===== config.mk =====
export PLATFORM = sky130hd
export DESIGN_NAME = tcp_parser
export DESIGN_NICKNAME = d
export VERILOG_FILES = /design/src/common/tcp_pkg.sv /design/src/tcp_parser.sv
export VERILOG_INCLUDE_DIRS = /design/src /design/src/common
export SDC_FILE = /design/constraint.sdc
export NUM_CORES = 1
export LEC_CHECK = 0
export ABC_AREA = 0
export BUFFER_PORTS_ARGS = -buffer_cell sky130_fd_sc_hd__buf_2
export CAP_MARGIN = 25
export CORE_UTILIZATION = 30
export CTS_BUF_LIST = sky130_fd_sc_hd__clkbuf_16
export DETAILED_ROUTE_END_ITERATION = 8
export GPL_TIMING_DRIVEN = 0
export PLACE_DENSITY = 0.49
export SLEW_MARGIN = 5
export SYNTH_ARGS = -nofsm -noshare
export SYNTH_HDL_FRONTEND = slang
export SYNTH_SLANG_ARGS = --single-unit

===== constraint.sdc =====
create_clock -name ref_clk_i -period 14.7 [get_ports ref_clk_i]
set_input_delay 1.47 -clock ref_clk_i [delete_from_list [all_inputs] [get_ports ref_clk_i]]
set_output_delay 1.47 -clock ref_clk_i [all_outputs]
set_load 0.01 [all_outputs]

===== src/common/tcp_params.svh =====
`ifndef TCP_PARAMS_SVH
`define TCP_PARAMS_SVH

// register offsets (byte addresses)
`define TCP_ADDR_DATA 8'h00
`define TCP_ADDR_STATUS 8'h04
`define TCP_ADDR_MASK 8'h08
`define TCP_ADDR_RETAINED 8'h0C
`define TCP_ADDR_TAG 8'h10

// status / mask bit positions
`define TCP_BIT_LOADED 0
`define TCP_BIT_ERROR 1

// command word a fields
`define TCP_A_IOC 31
`define TCP_A_ALIGN_HI 25
`define TCP_A_ALIGN_LO 24
`define TCP_A_OFF_HI 20
`define TCP_A_OFF_LO 16
`define TCP_A_FIRST 13
`define TCP_A_LAST 12
`define TCP_A_SIZE_HI 10
`define TCP_A_SIZE_LO 0

// command word b fields
`define TCP_B_TAG_HI 31
`define TCP_B_TAG_LO 16
`define TCP_B_LEN_HI 10
`define TCP_B_LEN_LO 0

// end alignment codes
`define TCP_ALIGN_4 2'h0
`define TCP_ALIGN_16 2'h1
`define TCP_ALIGN_32 2'h2

// reset values
`define TCP_STATUS_RST 2'h0
`define TCP_MASK_RST 2'h0

`endif


===== src/common/tcp_pkg.sv =====
package tcp_pkg;

    typedef enum logic [2:0] {
        PH_CMD_A = 3'b001,
        PH_CMD_B = 3'b010,
        PH_DATA = 3'b100
    } tcp_phase_e;

    // word passed on toward the transmit fifo
    typedef struct packed {
        logic valid;
        logic [31:0] data;
        logic [3:0] byte_en;
        logic last;
    } tcp_word_s;

    // per-frame status entry
    typedef struct packed {
        logic valid;
        logic [15:0] tag;
        logic error;
    } tcp_status_s;

    typedef struct packed {
        tcp_phase_e phase;
        logic [31:0] cmd_a;
        logic [31:0] first_b;
        logic in_frame;
        logic frame_err;
        logic [11:0] len_sum;
        logic [9:0] widx;
        logic [9:0] dwords;
        logic [9:0] twords;
        logic [1:0] status;
        logic [1:0] mask;
        logic [15:0] retained;
        logic [15:0] last_tag;
        logic [31:0] rdata;
        tcp_word_s word;
        tcp_status_s stat;
    } tcp_state_s;

endpackage


===== src/tcp_parser.sv =====
// Function
// - each buffer starts with command word a then b, then payload
// - second word differing from the frame's first buffer sets error
// - tag of second word goes into the frame status entry
// - completion bit set raises loaded flag when buffer fully loaded
// - loaded flag may be routed to the interrupt output by a mask
// - bits 25:24 select end alignment 4, 16 or 32 bytes; 11 reserved
// - padding words are dropped, only buffer data passes on
// - retained word count covers only data passed on
// - bits 20:16 give a start byte offset; earlier bytes ignored
// - bit 13 marks first buffer, bit 12 marks last buffer
// - byte counts summed per frame, mismatch to frame length is error
// - tag taken from bits 31:16 of the second word, any value
`timescale 1ns/1ps
`default_nettype none
`include "tcp_params.svh"

module tcp_parser
    import tcp_pkg::*;
(
    input wire logic ref_clk_i,
    input wire logic reset_i,
    input wire logic [7:0] addr_i,
    input wire logic [31:0] wdata_i,
    input wire logic wr_i,
    input wire logic rd_i,
    output logic [31:0] rdata_o,
    output logic [31:0] fifo_data_o,
    output logic [3:0] fifo_byte_en_o,
    output logic fifo_valid_o,
    output logic fifo_last_o,
    output logic [15:0] stat_tag_o,
    output logic stat_error_o,
    output logic stat_valid_o,
    output logic irq_o
);

    // ---------------------------------------------------------------
    // helpers
    // ---------------------------------------------------------------

    // words covering offset plus payload bytes
    function automatic logic [9:0] span_words(
        input logic [11:0] span
    );
        logic [12:0] s;
        s = {1'b0, span} + 13'h0003;
        return s[11:2];
    endfunction

    // data words rounded up to the end alignment
    function automatic logic [9:0] padded_words(
        input logic [9:0] dw,
        input logic [1:0] align
    );
        logic [10:0] r;
        r = {1'b0, dw};
        case (align)
            `TCP_ALIGN_16: begin
                r = ({1'b0, dw} + 11'h003) & 11'h7FC;
            end
            `TCP_ALIGN_32: begin
                r = ({1'b0, dw} + 11'h007) & 11'h7F8;
            end
            default: begin
                r = {1'b0, dw};
            end
        endcase
        return r[9:0];
    endfunction

    // byte lanes of word widx inside [off, span)
    function automatic logic [3:0] lane_mask(
        input logic [9:0] widx,
        input logic [4:0] off,
        input logic [11:0] span
    );
        logic [3:0] m;
        logic [11:0] pos;
        m = 4'h0;
        for (int l = 0; l < 4; l++) begin
            pos = {widx, 2'b00} + 12'(l);
            m[l] = (pos >= {7'h00, off}) && (pos < span);
        end
        return m;
    endfunction

    // true on the final word of a run of count words
    function automatic logic at_end(
        input logic [9:0] widx,
        input logic [9:0] count
    );
        return widx == count - 10'h001;
    endfunction

    // frame tag field of a second command word
    function automatic logic [15:0] frame_tag(
        input logic [31:0] b
    );
        return b[`TCP_B_TAG_HI:`TCP_B_TAG_LO];
    endfunction

    // ---------------------------------------------------------------
    // state
    // ---------------------------------------------------------------

    tcp_state_s s_q;
    tcp_state_s s_d;

    logic [4:0] a_off;
    logic [10:0] a_size;
    logic [11:0] a_span;
    logic [1:0] a_align;
    logic a_first;
    logic a_last;
    logic a_ioc;
    logic [11:0] new_sum;
    logic [3:0] be;
    logic data_wr;
    logic buf_end;
    logic b_bad;
    logic [9:0] a_words;

    // ---------------------------------------------------------------
    // command fields
    // ---------------------------------------------------------------

    assign a_off = s_q.cmd_a[`TCP_A_OFF_HI:`TCP_A_OFF_LO];
    assign a_size = s_q.cmd_a[`TCP_A_SIZE_HI:`TCP_A_SIZE_LO];
    assign a_span = {7'h00, a_off} + {1'b0, a_size};
    assign a_words = span_words(a_span);
    assign a_align = s_q.cmd_a[`TCP_A_ALIGN_HI:`TCP_A_ALIGN_LO];
    assign a_first = s_q.cmd_a[`TCP_A_FIRST];
    assign a_last = s_q.cmd_a[`TCP_A_LAST];
    assign a_ioc = s_q.cmd_a[`TCP_A_IOC];
    assign data_wr = wr_i && (addr_i == `TCP_ADDR_DATA);
    assign be = lane_mask(s_q.widx, a_off, a_span);

    // ---------------------------------------------------------------
    // next state
    // ---------------------------------------------------------------

    always_comb begin
        s_d = s_q;
        s_d.word.valid = 1'b0;
        s_d.word.last = 1'b0;
        s_d.stat.valid = 1'b0;
        new_sum = (a_first ? 12'h000 : s_q.len_sum) + {1'b0, a_size};
        buf_end = 1'b0;
        b_bad = 1'b0;

        // hardware-set bits and w1c; set wins over clear
        if (wr_i && addr_i == `TCP_ADDR_STATUS) begin
            s_d.status = s_q.status & ~wdata_i[1:0];
        end
        if (wr_i && addr_i == `TCP_ADDR_MASK) begin
            s_d.mask = wdata_i[1:0];
        end
        if (wr_i && addr_i == `TCP_ADDR_RETAINED) begin
            s_d.retained = 16'h0000;
        end

        if (data_wr) begin
            case (s_q.phase)
                PH_CMD_A: begin
                    s_d.cmd_a = wdata_i;
                    s_d.phase = PH_CMD_B;
                end
                PH_CMD_B: begin
                    s_d.widx = 10'h000;
                    s_d.dwords = a_words;
                    s_d.twords = padded_words(a_words, a_align);
                    s_d.len_sum = new_sum;
                    // checks run on word b, before any payload arrives
                    if (a_first) begin
                        s_d.first_b = wdata_i;
                        s_d.in_frame = 1'b1;
                        s_d.frame_err = 1'b0;
                    end else if (!s_q.in_frame) begin
                        b_bad = 1'b1;
                    end else if (wdata_i != s_q.first_b) begin
                        b_bad = 1'b1;
                    end
                    if (a_align == 2'h3) begin
                        b_bad = 1'b1;
                    end
                    if (a_last &&
                        new_sum != {1'b0, wdata_i[`TCP_B_LEN_HI:
                                                  `TCP_B_LEN_LO]}) begin
                        b_bad = 1'b1;
                    end
                    if (a_first) begin
                        s_d.frame_err = b_bad;
                    end else begin
                        s_d.frame_err = s_q.frame_err | b_bad;
                    end
                    if (a_words == 10'h000) begin
                        buf_end = 1'b1;
                        s_d.phase = PH_CMD_A;
                    end else begin
                        s_d.phase = PH_DATA;
                    end
                end
                PH_DATA: begin
                    s_d.widx = s_q.widx + 10'h001;
                    if (s_q.widx < s_q.dwords && be != 4'h0) begin
                        s_d.word.valid = 1'b1;
                        s_d.word.data = wdata_i;
                        s_d.word.byte_en = be;
                        s_d.word.last = a_last &&
                            at_end(s_q.widx, s_q.dwords);
                        s_d.retained = s_q.retained + 16'h0001;
                    end
                    // loaded once the last payload word is in, pad or not
                    if (at_end(s_q.widx, s_q.dwords)) begin
                        buf_end = 1'b1;
                    end
                    if (at_end(s_q.widx, s_q.twords)) begin
                        s_d.phase = PH_CMD_A;
                    end
                end
                default: begin
                    s_d.phase = PH_CMD_A;
                end
            endcase
        end

        if (b_bad) begin
            s_d.status[`TCP_BIT_ERROR] = 1'b1;
        end

        // buffer fully loaded
        if (buf_end) begin
            if (a_ioc) begin
                s_d.status[`TCP_BIT_LOADED] = 1'b1;
            end
            if (a_last) begin
                s_d.in_frame = 1'b0;
                s_d.stat.valid = 1'b1;
                s_d.stat.tag = frame_tag(s_d.first_b);
                s_d.stat.error = s_d.frame_err;
                s_d.last_tag = frame_tag(s_d.first_b);
            end
        end

        // register read, data one cycle later
        s_d.rdata = 32'h0000_0000;
        if (rd_i) begin
            case (addr_i)
                `TCP_ADDR_STATUS: begin
                    s_d.rdata = {30'h0, s_q.status};
                end
                `TCP_ADDR_MASK: begin
                    s_d.rdata = {30'h0, s_q.mask};
                end
                `TCP_ADDR_RETAINED: begin
                    s_d.rdata = {16'h0000, s_q.retained};
                end
                `TCP_ADDR_TAG: begin
                    s_d.rdata = {16'h0000, s_q.last_tag};
                end
                default: begin
                    s_d.rdata = 32'h0000_0000;
                end
            endcase
        end
    end

    // ---------------------------------------------------------------
    // registers
    // ---------------------------------------------------------------

    always_ff @(posedge ref_clk_i or posedge reset_i) begin
        if (reset_i) begin
            s_q <= '0;
            s_q.phase <= PH_CMD_A;
            s_q.status <= `TCP_STATUS_RST;
            s_q.mask <= `TCP_MASK_RST;
        end else begin
            s_q <= s_d;
        end
    end

    // ---------------------------------------------------------------
    // outputs
    // ---------------------------------------------------------------

    assign rdata_o = s_q.rdata;
    assign fifo_data_o = s_q.word.data;
    assign fifo_byte_en_o = s_q.word.byte_en;
    assign fifo_valid_o = s_q.word.valid;
    assign fifo_last_o = s_q.word.last;
    assign stat_tag_o = s_q.stat.tag;
    assign stat_error_o = s_q.stat.error;
    assign stat_valid_o = s_q.stat.valid;
    // level output, high while any unmasked status bit stands
    assign irq_o = |(s_q.status & s_q.mask);

endmodule

`default_nettype wire


== After elaboration in Yosys (flattened, before gate mapping) ==
Cells that the tools add are included.

* Add/subtract/negate cells: 12
* $lt $le $gt $ge: 9
* Eq/ne operators: 15
* Mux-type cells: 41
* Bitwise operators: 4
* Reductions and logical operators: 24

{| class="wikitable"
|+ Operators by type and width
! kind !! number
|-
| $mux W38 || 3
|-
| $mux W16 || 5
|-
| $mux W76 || 1
|-
| $pmux W16 S4 || 1
|-
| $ge A12 B5 Y1 || 4
|-
| $lt A12 B12 Y1 || 4
|-
| $mux W46 || 1
|-
| $pmux W10 S2 || 2
|-
| $add A12 B2 Y12 const B || 3
|-
| $mux W18 || 2
|-
| $mux W34 || 1
|-
| $ne A32 B32 Y1 || 1
|-
| $eq A10 B10 Y1 || 2
|-
| $mux W20 || 1
|-
| $sub A10 B1 Y10 const B || 2
|-
| $mux W1 || 18
|-
| $add A16 B1 Y16 const B || 1
|-
| $eq A8 B4 Y1 const B || 2
|-
| $add A12 B1 Y12 const B || 1
|-
| $add A12 B11 Y12 || 1
|-
| $add A5 B11 Y12 || 1
|-
| $mux W12 || 1
|-
| $ne A12 B11 Y1 || 1
|-
| $logic_and A1 B1 Y1 || 11
|-
| other kinds (26) || 35
|}

* Register bits: 219
* Input port bits: 44
* Output and inout bits: 89
* Word-level logic and storage cells: 127

== Depth between registers and ports, before layout ==
* Depth in word-level cells: 14
* Mapped depth: 18
* Depth with buffers taken out: 16

== Worst setup path before layout ==
No wires, ideal clock.

* Kind: register -> register
* From: register s_q, in the netlist a_off[0]
* To: register s_q, in the netlist fifo_data_o[0]
* Library setup time: 0.125 ns
* Arrival time: 4.070 ns
* Required time: 14.575 ns
* Setup slack: 10.505 ns
* Stages on the path, launching flop included: 18
* Path buffers: 3
* Period minus slack after synthesis: 4.195 ns
* Cells stage by stage: dfrtp_1 -> ha_1 -> fa_1 -> nand3_1 -> a21oi_1 -> o21ai_0 -> xor2_1 -> ha_1 -> a31o_2 -> a21oi_1 -> nor4b_1 -> o311a_1 -> and3_1 -> clkbuf_1 -> nand2_1 -> buf_2 -> buf_2 -> mux2_2

* Cells in the longest elaborated chain, start to end: 6
* Elaborated cells on any way between the ends: 16
* Those cells by class: add/sub (1); order compare (8); reduce/logical (7)

{| class="wikitable"
|+ Ends and longest elaborated chain
! what !! RTL line !! text
|-
| start, declared || tcp_parser.sv:107 || <nowiki>tcp_state_s s_q;</nowiki>
|-
| $add A5 B11 Y12 || tcp_parser.sv:130 || <nowiki>assign a_span = {7'h00, a_off} + {1'b0, a_size};</nowiki>
|-
| $lt A12 B12 Y1 || tcp_parser.sv:83 || <nowiki>m[l] = (pos >= {7'h00, off}) && (pos < span);</nowiki>
|-
| $logic_and A1 B1 Y1 || tcp_parser.sv:83 ||
|-
| $reduce_bool A4 Y1 (*) || tcp_parser.sv:206 || <nowiki>if (s_q.widx < s_q.dwords && be != 4'h0) begin</nowiki>
|-
| $logic_and A1 B1 Y1 (*) || tcp_parser.sv:206 ||
|-
| $reduce_and A3 Y1 (no line) (*) || -- ||
|}

Mark *: on every way between the ends. The rest lies on a longest branch, timed or not.
A chain may end at the register's enable or synchronous reset.

==> results.sh <==
export IMPL_status="finished clean"
export IMPL_drive_above_1_share=0.2668
export IMPL_cp_start_kind="register"
export IMPL_synthMuxAreaShare=0.1021
export IMPL_synth_top_family_by_area="simple AND/OR/NAND/NOR gates"
export IMPL_finalCritPeriodShare=0.3749
export IMPL_core_um2=39100
export IMPL_clk_latency_ns=0.44
export IMPL_internal_power_mw=0.7955
export IMPL_min_delay_path_depth=2
export IMPL_io_buffers=114
export IMPL_synth_flop_cell="dfrtp_1"
export IMPL_p_leak_nw=6.719
export IMPL_placed_cells_incl_taps=1869
export IMPL_grt_util_all_layers=0.1689
export IMPL_p_total_mw=1.078
export IMPL_die_area_um2=40880
export IMPL_r2r_slack_ns=9.19
export IMPL_vias=9484
export IMPL_slew_violations=0
export IMPL_core_rowCount=72
export IMPL_setup_tns_final_ns=0
export IMPL_seq_area_frac_synth=0.3998
export IMPL_antenna_found_initial=1
export IMPL_routed_via_density=4.989
export IMPL_min_from="s_q[163]$_DFFE_PP0P_"
export IMPL_drc_errors=0
export IMPL_required_ns=15.01
export IMPL_tightest_slew_ns=0.8914
export IMPL_synth_edf_count=0
export IMPL_synthAdderAreaFrac=0.05225
export IMPL_yosysUniqueCellTypes=81
export IMPL_drtIter0Drc=485
export IMPL_sw_frac_of_total=0.2621
export IMPL_grt_pass1_wl_um=53390
export IMPL_cts_tree="yes"
export IMPL_pwr_share_clk=0.447
export IMPL_area_delta_synth_final_pct=16.00
export IMPL_die_h_um=202.2
export IMPL_fin_crit_ns=5.512
export IMPL_fin_nets=1463
export IMPL_root_buffer="clkbuf_16"
export IMPL_hpwlAfterDp_um=25880
export IMPL_start_util=0.3075
export IMPL_cap_violations=0
export IMPL_drt_wl_total_um=34080
export IMPL_syn_area_um2=12020
export IMPL_finalHoldViolCount=0
export IMPL_wire_per_inst_um=17.93
export IMPL_p_comb_frac=0.054
export IMPL_rsz0062_at_grt="no"
export IMPL_htree_num_levels=4
export IMPL_hold_end="s_q[163]$_DFFE_PP0P_"
export IMPL_setup_violations=0
export IMPL_arrival_ns=5.82
export IMPL_grt_start_max_net_pins=115
export IMPL_antenna_cells=0
export IMPL_synthArstFlopShare=1.000
export IMPL_cp_max_fo=10
export IMPL_p_sw_mw=0.2825
export IMPL_clockBufferDepth=2
export IMPL_final_cell_mix="dfrtp_1, buf_2, mux2_2, buf_4, nand2_1"
export IMPL_max_clock_freq_mhz=181.4
export IMPL_drtAntennaViolNets=0
export IMPL_cts_resized=0
export IMPL_overflow=0
export IMPL_cts_setup_buffers=0
export IMPL_crit_type="register to register"
export IMPL_yosys_area_share_simple=0.1448
export IMPL_dieWidth_um=202.2
export IMPL_rr_endpoint="s_q[116]$_DFF_PP0_"
export IMPL_synth_compound_area_share=0.1376
export IMPL_grt_pass1_vias=9271
export IMPL_layout_commonest_cell="dfrtp_1"
export IMPL_synthXorXnorAreaFrac=0.07577
export IMPL_nFillCells=4071
export IMPL_cts_made_buffers=17
export IMPL_crit_path_end_kind="register"
export IMPL_yosysWarnings=0
export IMPL_clkSlewWorstSetupHoldPaths_ns=0.08
export IMPL_place_congestion=0.8613
export IMPL_instances_no_fill=1901
export IMPL_syn_mean_instance_area_um2=9.854
export IMPL_rr_worst_depth=15
export IMPL_p_seq_frac=0.500
export IMPL_hold_buffers=0
export IMPL_p_per_area_nw_per_um2=77.31
export IMPL_fin_skew_ns=0.01698
export IMPL_ir_worst_vdd_v=0.00008073
export IMPL_hold_class="register to register"
export IMPL_dr_pass1_iters=5
export IMPL_numClockSinks=192
export IMPL_max_slew_margin=0.4052
export IMPL_fin_hold_ws_ns=0.4765
export IMPL_r2r_start="a_off[4]$_DFFE_PP0P_"
export IMPL_io_pins=133
export IMPL_ys_ff_latch=192
export IMPL_synthCells=1220
metrics by stage:
step	instance area, um^2	setup slack [ns]	utilization
after floorplan	12080	8.004	-
after global placement	13300	5.093	0.3401
after detailed placement	13340	9.202	0.3412
after CTS	13940	9.176	0.3567
after global routing	13940	8.644	0.3567
final	13940	9.188	0.3567
layout make-up:
type / instances / area, um^2 / share of cell area
buffer: 129 / 818.3 / 0.05868
clock buffer: 17 / 425.4 / 0.03051
clock inverter: 15 / 177.7 / 0.01274
inverter: 62 / 240.2 / 0.01723
multi-input combinational: 852 / 6221 / 0.4461
sequential: 192 / 4806 / 0.3446
tap: 518 / 648.1 / 0.04648
timing repair buffer: 116 / 608.1 / 0.04361
routing by layer:
layer | wire (um) | up-vias | global-route usage
met5 | 11 | - | 0
met4 | 338 | 2 | 0.03249
met3 | 1112 | 19 | 0.02806
met2 | 15830 | 180 | 0.2717
met1 | 16790 | 4722 | 0.2387
li1 | - | 4561 | -
critical path, stage by stage (launching register included):
cell	delay (ns)
dfrtp_1	0.42
ha_1	0.34
clkbuf_1	0.33
inv_1	0.10
a21oi_1	0.39
o21ai_0	0.16
xor2_1	0.63
ha_1	0.39
a31o_2	0.21
a21oi_1	0.20
nor4b_1	0.32
o311a_1	0.28
nand3_1	0.34
o21ai_0	0.66
clkbuf_1	0.44
o21ai_0	0.16
sequential cells by signal (all words and copies together), names as in the netlist:
register,flops
a_align,2
a_first,1
a_ioc,1
a_last,1
a_off,5
a_size,11
fifo_byte_en_o,4
fifo_data_o,32
fifo_last_o,1
fifo_valid_o,1
rdata_o,16
s_q,99
stat_error_o,1
stat_tag_o,16
stat_valid_o,1
synthesized netlist by cell type (4+ instances only):
master | n | area, um^2
a2111oi_0 | 4 | 35.03
a211o_1 | 4 | 35.03
a211oi_1 | 7 | 52.55
a21o_1 | 16 | 120.1
a21oi_1 | 34 | 170.2
a221oi_1 | 6 | 52.55
a22oi_1 | 18 | 135.1
a31oi_1 | 7 | 43.79
and2_1 | 8 | 50.05
and3_1 | 12 | 75.07
buf_2 | 6 | 30.03
buf_4 | 84 | 630.6
clkbuf_1 | 37 | 138.9
dfrtp_1 | 191 | 4780
ha_1 | 47 | 588.1
inv_1 | 60 | 225.2
mux2_2 | 97 | 1092
mux2_4 | 7 | 105.1
nand2_1 | 81 | 304.0
nand2b_1 | 7 | 43.79
nand3_1 | 25 | 125.1
nand4_1 | 24 | 150.1
nor2_1 | 75 | 281.5
nor2b_1 | 25 | 156.4
nor3_1 | 23 | 115.1
nor4_1 | 15 | 93.84
o2111ai_1 | 5 | 43.79
o211ai_1 | 16 | 120.1
o21a_1 | 9 | 67.56
o21ai_0 | 63 | 315.3
o22ai_1 | 7 | 43.79
or2_2 | 10 | 62.56
or3_1 | 10 | 62.56
xnor2_1 | 66 | 578.1
xor2_1 | 31 | 271.5
worst max path at each step:
stage                         startpoint  slack, ns  cells after the start                     endpoint
floorplan                        reset_i       8.00                      1       a_align[0]$_DFFE_PP0P_
global placement                 reset_i       5.09                      2  fifo_data_o[17]$_DFFE_PP0P_
detailed placement  a_off[4]$_DFFE_PP0P_       9.20                     17   fifo_data_o[0]$_DFFE_PP0P_
CTS                 a_off[4]$_DFFE_PP0P_       9.18                     17   fifo_data_o[0]$_DFFE_PP0P_
global route        a_off[4]$_DFFE_PP0P_       8.64                     15           s_q[116]$_DFF_PP0_
finish              a_off[4]$_DFFE_PP0P_       9.19                     15           s_q[116]$_DFF_PP0_
power groups by stage:
| stage | clock network (mW) | registers (mW) | logic, mW |
|---|---|---|---|
| after floorplan | 0 | 0.547 | 0.0354 |
| after global placement | 0 | 0.549 | 0.0577 |
| after detailed placement | 0 | 0.549 | 0.0592 |
| after CTS | 0.495 | 0.538 | 0.0595 |
| after global routing | 0.516 | 0.539 | 0.0653 |
| final | 0.481 | 0.539 | 0.0580 |
cell families (layout without fill, tap and decap cells):
family	Yosys count	count (layout)
DFF	192	192
xor gates and xnor gates	100	100
adders and majority gates	49	49
and+or+nand+nor	340	340
muxes	107	107
other	1	16
buffers and inverters	191	339
AOI/OAI and AO/OA	240	240
Note: power is estimated with default switching activity, not from simulation.
